<file path="src/shared/luc_consts.svh">
/*
 * Constants for the laser user I/O control block: timing counts,
 * register offsets, field positions and reset values.
 * Assumes a 10 MHz aclk and AXI4-Lite register access.
 */
// How it works
// - While reset/start request is asserted, lasing stays disabled.
// - Releasing the request lights ready and starts five-second enable countdown.
// - Lasing is permitted only while the remote interlock is asserted.
// - Shutter opens on request only with interlock asserted and ready on.
// - Emission indicator output closes only while a beam is being emitted.
// - Overheat indicator output closes on over-temperature or no-strike.
// - Ready output closes while enabled, open while disabled.
// - First closing of ready inhibits lasing for five seconds.
// - Shutter indicator closes only with interlock and shutter request present.
// - Interlock-open output closes while interlock circuit open, lasing off.
// - Controller drives PWM near 5 kHz, never above 100 kHz; the bench model luc_plc drives 50 kHz.
// - Interlock loss closes shutter, drops ready and shutter, cuts RF.
// - Interlock faults are not latched; re-assertion restarts the delay.
// - Output power follows the modulation duty cycle.
`ifndef LUC_CONSTS_SVH
`define LUC_CONSTS_SVH

`define LUC_CLK_HZ        10000000
`define LUC_DELAY_S       5
`define LUC_DELAY_CYC     (`LUC_DELAY_S * `LUC_CLK_HZ)
`define LUC_CNT_W         26

`define LUC_OFF_CTRL      32'h0000_0000
`define LUC_OFF_STAT      32'h0000_0004
`define LUC_OFF_PWM_HI    32'h0000_0008
`define LUC_OFF_PWM_PER   32'h0000_000C

`define LUC_CTRL_FAULT_CLR 0
`define LUC_CTRL_RESET    32'h0000_0000

`define LUC_ST_STATE_LO   0
`define LUC_ST_READY      2
`define LUC_ST_EMIT       3
`define LUC_ST_SHUT       4
`define LUC_ST_OVERHEAT   5
`define LUC_ST_NOSTRIKE   6
`define LUC_ST_INTLK      7

`define LUC_RESP_OKAY     2'b00
`define LUC_RESP_SLVERR   2'b10

`endif

</file>
<file path="src/shared/luc_pkg.sv">
/*
 * Types for the laser user I/O control block.
 * Assumes luc_consts.svh supplies the numeric constants.
 */
package luc_pkg;
	typedef enum logic [1:0] {
		LUC_DISABLED,
		LUC_COUNTING,
		LUC_ENABLED
	} luc_state_e;
endpackage

</file>
<file path="src/hdl/luc_top.sv">
/*
 * Enable, interlock, shutter and status logic behind the user I/O port,
 * with an AXI4-Lite slave for status and PWM measurement.
 * Assumes isolated inputs are asynchronous and active high after the
 * optocouplers; switched outputs are modelled as a close level plus
 * output enable, high while the switch conducts.
 */
`timescale 1ns/10ps
`include "luc_consts.svh"
module luc_top
#(
	parameter int unsigned DELAY_CYC = `LUC_DELAY_CYC
)
(
	// Clock and reset
	input  wire logic        aclk,
	input  wire logic        aresetn,
	// Isolated user inputs
	input  wire logic        start_req_in,
	input  wire logic        interlock_in,
	input  wire logic        shutter_req_in,
	input  wire logic        pwm_in,
	// Internal sensors
	input  wire logic        overheat,
	input  wire logic        no_strike,
	// Internal actuators
	output logic             shutter_open,
	output logic             rf_power_en,
	output logic             rf_drive,
	// Switched status outputs, close level and enable
	output logic             emission_indicator,
	output logic             emission_indicator_oe,
	output logic             overheat_indicator,
	output logic             overheat_indicator_oe,
	output logic             ready_out,
	output logic             ready_out_oe,
	output logic             shutter_indicator,
	output logic             shutter_indicator_oe,
	output logic             intlk_open_out,
	output logic             intlk_open_out_oe,
	// AXI4-Lite write address
	input  wire logic [31:0] s_axi_awaddr,
	input  wire logic        s_axi_awvalid,
	output logic             s_axi_awready,
	// AXI4-Lite write data
	input  wire logic [31:0] s_axi_wdata,
	input  wire logic [3:0]  s_axi_wstrb,
	input  wire logic        s_axi_wvalid,
	output logic             s_axi_wready,
	// AXI4-Lite write response
	output logic [1:0]       s_axi_bresp,
	output logic             s_axi_bvalid,
	input  wire logic        s_axi_bready,
	// AXI4-Lite read address
	input  wire logic [31:0] s_axi_araddr,
	input  wire logic        s_axi_arvalid,
	output logic             s_axi_arready,
	// AXI4-Lite read data
	output logic [31:0]      s_axi_rdata,
	output logic [1:0]       s_axi_rresp,
	output logic             s_axi_rvalid,
	input  wire logic        s_axi_rready
);

	function automatic logic hit(input logic [31:0] a, input logic [31:0] o);
		hit = (a[7:2] == o[7:2]) && (a[31:8] == 24'h00_0000);
	endfunction

	logic [3:0]             sync1;
	logic [3:0]             sync2;
	logic                   req_s;
	logic                   intlk_s;
	logic                   shreq_s;
	logic                   pwm_s;
	logic [1:0]             sens1;
	logic [1:0]             sens2;
	luc_pkg::luc_state_e    state;
	logic [`LUC_CNT_W-1:0]  delay_cnt;
	logic                   delay_done;
	logic                   ready_on;
	logic                   emission_indicator_en;
	logic                   emitting;
	logic                   nostrike_seen;
	logic                   pwm_d;
	logic [15:0]            pwm_hi_cnt;
	logic [15:0]            pwm_per_cnt;
	logic [15:0]            pwm_hi;
	logic [15:0]            pwm_per;
	logic                   aw_held;
	logic                   w_held;
	logic [31:0]            aw_addr;
	logic [31:0]            w_data;
	logic [3:0]             w_strb;
	logic                   fault_clr;
	logic [31:0]            rd_word;
	logic                   rd_ok;

	// Two stages before any use
	always_ff @(posedge aclk)
	begin
		if (!aresetn)
		begin
			sync1 <= 4'h0;
			sync2 <= 4'h0;
			sens1 <= 2'b00;
			sens2 <= 2'b00;
		end
		else
		begin
			sync1 <= {pwm_in, shutter_req_in, interlock_in, start_req_in};
			sync2 <= sync1;
			sens1 <= {no_strike, overheat};
			sens2 <= sens1;
		end
	end

	assign req_s   = sync2[0];
	assign intlk_s = sync2[1];
	assign shreq_s = sync2[2];
	assign pwm_s   = sync2[3];

	// Ready follows released request and present interlock, unlatched
	assign ready_on   = !req_s && intlk_s;
	assign delay_done = (delay_cnt == `LUC_CNT_W'(DELAY_CYC - 1));

	always_ff @(posedge aclk)
	begin
		if (!aresetn)
		begin
			state     <= luc_pkg::LUC_DISABLED;
			delay_cnt <= '0;
		end
		else
		begin
			case (state)
				luc_pkg::LUC_DISABLED:
				begin
					delay_cnt <= '0;
					if (ready_on)
						state <= luc_pkg::LUC_COUNTING;
				end
				luc_pkg::LUC_COUNTING:
				begin
					if (!ready_on)
					begin
						state     <= luc_pkg::LUC_DISABLED;
						delay_cnt <= '0;
					end
					else if (delay_done)
						state <= luc_pkg::LUC_ENABLED;
					else
						delay_cnt <= delay_cnt + 1'b1;
				end
				luc_pkg::LUC_ENABLED:
				begin
					if (!ready_on)
						state <= luc_pkg::LUC_DISABLED;
				end
				default:
					state <= luc_pkg::LUC_DISABLED;
			endcase
		end
	end

	// Emission enable drops the instant the request or interlock goes
	assign emission_indicator_en = (state == luc_pkg::LUC_ENABLED) && ready_on;

	// No-strike is sticky until software clears it; set wins over clear
	always_ff @(posedge aclk)
	begin
		if (!aresetn)
			nostrike_seen <= 1'b0;
		else if (sens2[1])
			nostrike_seen <= 1'b1;
		else if (fault_clr)
			nostrike_seen <= 1'b0;
	end

	// Registered outputs; only constants under reset
	always_ff @(posedge aclk)
	begin
		if (!aresetn)
		begin
			shutter_open       <= 1'b0;
			rf_power_en        <= 1'b0;
			rf_drive           <= 1'b0;
			emitting           <= 1'b0;
			overheat_indicator <= 1'b0;
			ready_out          <= 1'b0;
			shutter_indicator  <= 1'b0;
			intlk_open_out     <= 1'b1;
		end
		else
		begin
			shutter_open       <= shreq_s && intlk_s && ready_on;
			rf_power_en        <= ready_on;
			rf_drive           <= emission_indicator_en && pwm_s;
			emitting           <= emission_indicator_en && pwm_s;
			overheat_indicator <= sens2[0] || nostrike_seen;
			ready_out          <= ready_on;
			shutter_indicator  <= shreq_s && intlk_s && ready_on;
			intlk_open_out     <= !intlk_s;
		end
	end

	assign emission_indicator    = emitting;
	assign emission_indicator_oe = emitting;
	assign overheat_indicator_oe = overheat_indicator;
	assign ready_out_oe          = ready_out;
	assign shutter_indicator_oe  = shutter_indicator;
	assign intlk_open_out_oe     = intlk_open_out;

	// Duty measurement lets software check the command against
	always_ff @(posedge aclk)
	begin
		if (!aresetn)
		begin
			pwm_d       <= 1'b0;
			pwm_hi_cnt  <= 16'h0000;
			pwm_per_cnt <= 16'h0000;
			pwm_hi      <= 16'h0000;
			pwm_per     <= 16'h0000;
		end
		else
		begin
			pwm_d <= pwm_s;
			if (pwm_s && !pwm_d)
			begin
				pwm_hi      <= pwm_hi_cnt;
				pwm_per     <= pwm_per_cnt;
				pwm_hi_cnt  <= 16'h0001;
				pwm_per_cnt <= 16'h0001;
			end
			else
			begin
				if (pwm_per_cnt != 16'hFFFF)
					pwm_per_cnt <= pwm_per_cnt + 16'h0001;
				if (pwm_s && pwm_hi_cnt != 16'hFFFF)
					pwm_hi_cnt <= pwm_hi_cnt + 16'h0001;
			end
		end
	end

	// Write channel: address and data taken in either order
	assign s_axi_awready = !aw_held && !s_axi_bvalid;
	assign s_axi_wready  = !w_held && !s_axi_bvalid;

	always_ff @(posedge aclk)
	begin
		if (!aresetn)
		begin
			aw_held      <= 1'b0;
			w_held       <= 1'b0;
			aw_addr      <= 32'h0000_0000;
			w_data       <= 32'h0000_0000;
			w_strb       <= 4'h0;
			s_axi_bvalid <= 1'b0;
			s_axi_bresp  <= `LUC_RESP_OKAY;
			fault_clr    <= 1'b0;
		end
		else
		begin
			fault_clr <= 1'b0;
			if (s_axi_awvalid && s_axi_awready)
			begin
				aw_held <= 1'b1;
				aw_addr <= s_axi_awaddr;
			end
			if (s_axi_wvalid && s_axi_wready)
			begin
				w_held <= 1'b1;
				w_data <= s_axi_wdata;
				w_strb <= s_axi_wstrb;
			end
			if (aw_held && w_held && !s_axi_bvalid)
			begin
				aw_held      <= 1'b0;
				w_held       <= 1'b0;
				s_axi_bvalid <= 1'b1;
				if (hit(aw_addr, `LUC_OFF_CTRL))
				begin
					s_axi_bresp <= `LUC_RESP_OKAY;
					fault_clr   <= w_strb[0]
						&& w_data[`LUC_CTRL_FAULT_CLR];
				end
				else if (hit(aw_addr, `LUC_OFF_STAT)
					|| hit(aw_addr, `LUC_OFF_PWM_HI)
					|| hit(aw_addr, `LUC_OFF_PWM_PER))
					s_axi_bresp <= `LUC_RESP_OKAY;
				else
					s_axi_bresp <= `LUC_RESP_SLVERR;
			end
			else if (s_axi_bvalid && s_axi_bready)
				s_axi_bvalid <= 1'b0;
		end
	end

	// Read decode
	always_comb
	begin
		rd_word = 32'h0000_0000;
		rd_ok   = 1'b1;
		if (hit(s_axi_araddr, `LUC_OFF_CTRL))
			rd_word = `LUC_CTRL_RESET;
		else if (hit(s_axi_araddr, `LUC_OFF_STAT))
		begin
			rd_word[`LUC_ST_STATE_LO +: 2] = state;
			rd_word[`LUC_ST_READY]    = ready_out;
			rd_word[`LUC_ST_EMIT]     = emitting;
			rd_word[`LUC_ST_SHUT]     = shutter_indicator;
			rd_word[`LUC_ST_OVERHEAT] = sens2[0];
			rd_word[`LUC_ST_NOSTRIKE] = nostrike_seen;
			rd_word[`LUC_ST_INTLK]    = intlk_s;
		end
		else if (hit(s_axi_araddr, `LUC_OFF_PWM_HI))
			rd_word[15:0] = pwm_hi;
		else if (hit(s_axi_araddr, `LUC_OFF_PWM_PER))
			rd_word[15:0] = pwm_per;
		else
			rd_ok = 1'b0;
	end

	assign s_axi_arready = !s_axi_rvalid;

	always_ff @(posedge aclk)
	begin
		if (!aresetn)
		begin
			s_axi_rvalid <= 1'b0;
			s_axi_rdata  <= 32'h0000_0000;
			s_axi_rresp  <= `LUC_RESP_OKAY;
		end
		else if (s_axi_arvalid && s_axi_arready)
		begin
			s_axi_rvalid <= 1'b1;
			s_axi_rdata  <= rd_word;
			s_axi_rresp  <= rd_ok ? `LUC_RESP_OKAY : `LUC_RESP_SLVERR;
		end
		else if (s_axi_rvalid && s_axi_rready)
			s_axi_rvalid <= 1'b0;
	end

endmodule // luc_top

</file>
<file path="config.mk">
export PLATFORM = sky130hd
export DESIGN_NAME = luc_top
export DESIGN_NICKNAME = d
export VERILOG_FILES = /design/src/shared/luc_pkg.sv /design/src/hdl/luc_top.sv
export VERILOG_INCLUDE_DIRS = /design/src /design/src/shared
export SDC_FILE = /design/constraint.sdc
export NUM_CORES = 1
export LEC_CHECK = 0
export ABC_AREA = 1
export BUFFER_PORTS_ARGS = -buffer_cell sky130_fd_sc_hd__buf_2
export CORE_MARGIN = 2
export CORE_UTILIZATION = 45
export CTS_BUF_LIST = sky130_fd_sc_hd__clkbuf_4
export CTS_CLUSTER_SIZE = 16
export DETAILED_ROUTE_END_ITERATION = 7
export GPL_ROUTABILITY_DRIVEN = 0
export GPL_TIMING_DRIVEN = 1
export HOLD_SLACK_MARGIN = 0.03
export PLACE_DENSITY = 0.68
export RECOVER_POWER = 100
export SLEW_MARGIN = 20
export SYNTH_ARGS = -nofsm -noshare
export SYNTH_HDL_FRONTEND = slang
export SYNTH_SLANG_ARGS = --single-unit
</file>
<file path="constraint.sdc">
create_clock -name aclk -period 3.2 [get_ports aclk]
set_input_delay 0.64 -clock aclk [delete_from_list [all_inputs] [get_ports aclk]]
set_output_delay 0.64 -clock aclk [all_outputs]
set_load 0.005 [all_outputs]
</file>
-- Word-level counts from Yosys, hierarchy flattened
Cells that the tools add are included.
W data, S select, Z words.
- register bits after elaboration: 170
- input port bits: 113
- output and inout bits: 54
- word-level logic and storage cells: 130
- add/sub/neg operators: 3
- eq/ne operators: 15
- muxes and demuxes: 30
- bitwise gates (word level): 1
- reductions and logical operators: 51
- operators by type and width (operator ; number):
    $mux W26 ; 2
    $pmux W26 S2 ; 1
    $logic_not A24 Y1 ; 2
    $mux W16 ; 3
    $add A16 B1 Y16 const B ; 2
    $ne A16 B16 Y1 const B ; 2
    $add A26 B1 Y26 const B ; 1
    $eq A26 B26 Y1 const B ; 1
    $logic_and A1 B1 Y1 ; 25
    $eq A6 B2 Y1 const B ; 4
    $mux W8 ; 2
    $mux W1 ; 14
    $mux W2 ; 7
    $eq A6 B1 Y1 const B ; 2
    $logic_not A6 Y1 ; 2
    $reduce_bool A2 Y1 ; 6
    $logic_not A1 Y1 ; 7
    $ne A3 B3 Y1 const B ; 2
    $pmux W2 S3 ; 1
    $reduce_and A3 Y1 ; 2
    $ne A2 B2 Y1 const B ; 2
    $reduce_or A2 Y1 ; 2
    $logic_or A1 B1 Y1 ; 3
    $eq A2 B1 Y1 const B ; 1
    other kinds (4) ; 4

-- Longest topological paths before layout
- depth after elaboration: 7
- depth in mapped cells: 11
- mapped depth without buffers: 11

-- Least setup slack after synthesis
No wires, ideal clock.
- kind: input -> register
- start point: input s_axi_araddr[5]
- end point: register s_axi_rdata[4]
- library setup time: 72 ps
- data arrival time: 1715 ps
- data required time: 3128 ps
- slack: 1413 ps
- stages: 8
- buffers on the path: 1
- path through: nor2_1 nand3_1 nor2_1 buf_4 nand3_1 nand3_1 nand2_1 a21oi_1
- longest elaborated chain between the ends: 6
- elaborated cells on any way between the ends: 12
- classes of those cells: eq/ne (3); mux (4); reduce/logical (5)
- RTL lines (element ; line ; RTL):
    start: declaration ; luc_top.sv:55 ; input wire logic [31:0] s_axi_araddr,
    $eq A6 B2 Y1 ; luc_top.sv:66 ; hit = (a[7:2] == o[7:2]) && (a[31:8] == 24'h00_0000);
    $logic_and A1 B1 Y1 ; luc_top.sv:66 ;
    $mux W16 ; luc_top.sv:317 ; else if (hit(s_axi_araddr, `LUC_OFF_PWM_PER))
    $mux W16 ; luc_top.sv:315 ; else if (hit(s_axi_araddr, `LUC_OFF_PWM_HI))
    $mux W8 ; luc_top.sv:305 ; else if (hit(s_axi_araddr, `LUC_OFF_STAT))
    $mux W16 * ; luc_top.sv:303 ; if (hit(s_axi_araddr, `LUC_OFF_CTRL))
    end signal: assignment ; luc_top.sv:336 ; s_axi_rdata <= rd_word;
    end: declaration ; luc_top.sv:59 ; output logic [31:0] s_axi_rdata,
Every way passes the cells marked *; elsewhere a longest branch is shown, timed or not.
A chain may end at the register's enable or synchronous reset.

-- Worst setup path after layout
- start point: register delay_cnt[0]
- end point: register delay_cnt[25]
- longest elaborated chain between the ends: 4
- elaborated cells on any way between the ends: 7
- classes of those cells: add/sub (1); eq/ne (2); mux (3); reduce/logical (1)
- RTL lines (element ; line ; RTL):
    start: declaration ; luc_top.sv:78 ; logic [`LUC_CNT_W-1:0] delay_cnt;
    start signal: assignment ; luc_top.sv:152 ; delay_cnt <= delay_cnt + 1'b1;
    $add A26 B1 Y26 ; luc_top.sv:152 ;
    $mux W26 ; luc_top.sv:149 ; else if (delay_done)
    $mux W26 ; luc_top.sv:144 ; if (!ready_on)
    $pmux W26 S2 ; luc_top.sv:135 ; case (state)
Parallel ways exist; a longest one is shown, timed or not. The select of a mux whose other input is x is not followed.

==> summary by stage <==
Detailed routing
The first-pass detailed-route iteration total is 5. After detailed routing, the number of remaining DRC violations is 0. Once detail routing completed, the nets flagged for antenna violations numbered 0. The via count is 7098.

The detailed router finished its first iteration with 456 violations. The average vias per placed instance is 4.950. The total wire length is 18780 um. After detailed routing, the average wire length per cell comes to 13.10 um.

Placement
Port buffering added 110 buffers. The HPWL after detailed placement is 13560 um. The number of placed instances, taps included is around 1.4k. OpenSTA, run right after detailed placement, puts the worst setup slack at ~0.9 ns. Summing all placed instances gives a cell area of roughly 0.0083 mm^2.

Cells and area
In the final layout, the share of cells above drive strength 1 is 0.1271. The net total in the final layout is 1315. The signed area change from the synthesized netlist to the final layout is 10.05%.

The post-route non-filler standard cell count is 1434. After routing the design area is 0.008512 mm^2.

CTS
The count of buffers added by post-CTS timing repair for setup is 0. After clock tree synthesis, the clock-pin slew on the worst setup and hold paths is 0.14 ns. The clock root buffer is clkbuf_4. TritonCTS built the clock tree. In this run, post-CTS hold repair placed 0 buffers.

The maximum buffer depth of the clock tree is 2. The post-CTS resize count is 0. The clock latency of the later-clocked register in the worst-skew pair is 0.57 ns. The tree built by TritonCTS fans out to 166 sinks. The number of buffers inserted during clock tree synthesis is 17. In this run the number of H-tree levels came out at 4.

GRT
The first global-routing pass estimated 30250 um of wire. In the global route stage, overall resource usage came out at 0.2077. For this run the aggregate overflow at the end of global routing stands at 0. The via count of the first global-routing pass is around 6.3k. Entering global routing, the biggest net connects 39 pins. The initial antenna violation count is 1.

Yosys
The post-synthesis sequential area ratio is 0.4296. By count the netlist is led by nor2_1 (205), nand2_1 (200), dfxtp_1 (166), inv_1 (99), o21ai_0 (93). The synthesized design contains 0 enable-type register cells. Synthesis produced a netlist whose cell count is 1110. Yosys attributes the largest share of cell area to dfxtp_1 (43%), nor2_1 (9.9%), nand2_1 (9.7%). For this run, the leading register cell type out of synthesis is dfxtp_1. The leading cell type by number of instances after synthesis is nor2_1. After synthesis the netlist holds a flip-flop and latch count of 166.

The synthesized area per cell is 6.968 um^2. The library cell with the largest summed area after synthesis is dfxtp_1. The number of warnings printed during yosys synthesis is 0.

The number of distinct library cell variants in the gate-level netlist after synthesis is 43. The synthesized netlist occupies a cell area of about 0.0077 mm^2. After synthesis, the share of flip-flops with an asynchronous set or reset is 0.

The portion of synthesized cell area occupied by the leading cell type is 0.4296.

Setup path
Data on the critical path arrives at its endpoint at about 3.0 ns. The worst stage delay on the critical path is 0.40 ns. The worst register-to-register path ends at delay_cnt[25]. The worst flop-to-flop path startpoint is delay_cnt[0]. The reg-to-reg setup timing slack is 0.64 ns. The launching instance or port of the critical path is delay_cnt[0]. The data required time at the worst endpoint is 3.65 ns. The number of cells on the worst reg-to-reg path is 9.

For this design, the slowest cell found on the critical path is dfxtp_1. The critical path goes through ha_1 -> nand2_1 -> nor3_1 -> and2_0 -> nand3_1 -> nand2_4 -> inv_1 -> nand2_1 -> a21oi_1. The setup path with the least slack is of type reg -> reg. The worst setup path is captured at a flip-flop. The startpoint type of the worst setup path is a flip-flop. The library cell appearing most often on the critical path is nand2_1. The critical-path maximum fanout is 29.

Power
The worst-case IR drop observed on VDD is ~0.0003 V. The analysis attributes to cell leakage a power of approximately 3.5 nW. Power spread over the standard cell area amounts to 446.8 mW/mm^2.

Timing
Setup repair after global routing left no endpoint under its margin. Setup violations remaining at the end of the flow were counted as 0. The worst relative slew slack is 0.1756. Setup slack on the critical path of the routed design comes to about 0.64 ns. For the finished layout, the period the worst path requires is between 2 and 3 ns. The count of final hold-check violations is 0. After routing, the total negative slack on setup checks comes to 0 ns. The final period utilization is 0.7993. The fmax is 0.3910 GHz. The max-slew violation total from the final report is 0. The setup skew after layout is roughly 0.016 ns. At the pin with the least slew margin, the transition time is roughly 1.2 ns. The smallest hold slack is 0.2420 ns.

Die
The starting density of the core is 0.4631. For this design the top-level I/O count stands at around 170. The full die area is around 0.018 mm^2. The floorplan step set the die height to 135.1 um.

The core region is around 0.017 mm^2. The die outline width is 135.1 um. The floorplan has 47 rows.

Job
Max-cap violations in this run came to 0.

Run status
The run finished with clean final reports.

Min path
The class of the tightest hold or removal check is in -> reg. The depth of the worst hold-timing path is 2. For hold timing, the worst endpoint is s_axi_bvalid. The startpoint identified for the worst hold timing path is s_axi_bready.
cells by family (layout without fill, tap and decap cells):
family                   Yosys count  after routing  share of synthesized area
AO/OA/AOI/OAI                    182            182                     0.1257
XOR/XNOR                          11             11                    0.01246
adder cells (fa/ha/maj)            3              3                   0.004853
buffers and inverters            169            254                     0.1034
flip-flops                       166            166                     0.4296
other                              1             20                  0.0004848
AND/OR/NAND/NOR                  578            578                     0.3235
power breakdown:
| part | total (mW) | internal [mW] | switching, mW |
|---|---|---|---|
| clock | 1.31 | 0.548 | 0.767 |
| combinational | 0.301 | 0.110 | 0.190 |
| sequential | 2.19 | 2.15 | 0.0407 |
worst max-delay path by stage:
stage	endpoint	depth (start not counted)
floorplan	s_axi_rdata[4]	8
global placement	s_axi_rdata[2]	11
detailed placement	s_axi_rdata[2]	11
CTS	delay_cnt[25]	9
global route	s_axi_rdata[2]	11
finish	delay_cnt[25]	9
layout make-up:
class	count	area (um^2)
Fill cell	1751	8189
Timing Repair Buffer	121	588.1
Inverter	101	379.1
Tap cell	220	275.3
Sequential cell	166	3323
Clock inverter	15	177.7
Multi-Input combinational cell	792	3636
Antenna cell	2	5.005
Clock buffer	17	127.6
registers in the layout, indices dropped and copies added (netlist names), 2 cells and up:
name,count
sync1,4
delay_cnt,26
s_axi_rdata,16
sens2,2
aw_addr,30
pwm_per,16
state,2
pwm_per_cnt,16
sync2,4
pwm_hi_cnt,16
sens1,2
pwm_hi,16
cell usage in the layout (no fill, tap or decap), types with 4 or more instances in the layout:
cell type and n:
dfxtp_1 166, o21bai_1 4, a21oi_2 6, inv_6 4
nand4_1 18, nor4_1 5, o21ai_0 93, inv_1 99
clkbuf_1 26, nor2_1 206, nand2_2 7, o21ai_1 4
a21oi_1 70, or2_2 6, nor3_1 24, xnor2_1 5
clkbuf_4 17, nand2_1 200, xor2_1 6, nand3_1 93
conb_1 18, buf_4 6, buf_2 89
critical path, delay by kind of cell (launching register included):
family | cells | cell delay, ns
and+or+nand+nor | 6 | 1.32
DFF | 1 | 0.40
adders and majority gates | 1 | 0.31
buffers and inverters | 1 | 0.33
AOI/OAI and AO/OA | 1 | 0.07
through the flow:
| step | util | total power, mW |
|---|---|---|
| after CTS | 0.5146 | 3.847 |
| after floorplan | - | 2.436 |
| after global routing | 0.5097 | 3.977 |
| final | 0.5097 | 3.803 |
| after global placement | 0.4963 | 2.532 |
| after detailed placement | 0.4963 | 2.538 |
metal layers:
layer,vias to the layer above,share of wire,global-route usage
met2,170,0.45,0.3246
met3,24,0.044,0.03866
li1,3726,-,-
met1,3178,0.49,0.2876
met4,0,0.017,0.07523
met5,-,0,0
Power figures use the tool's default switching activity.
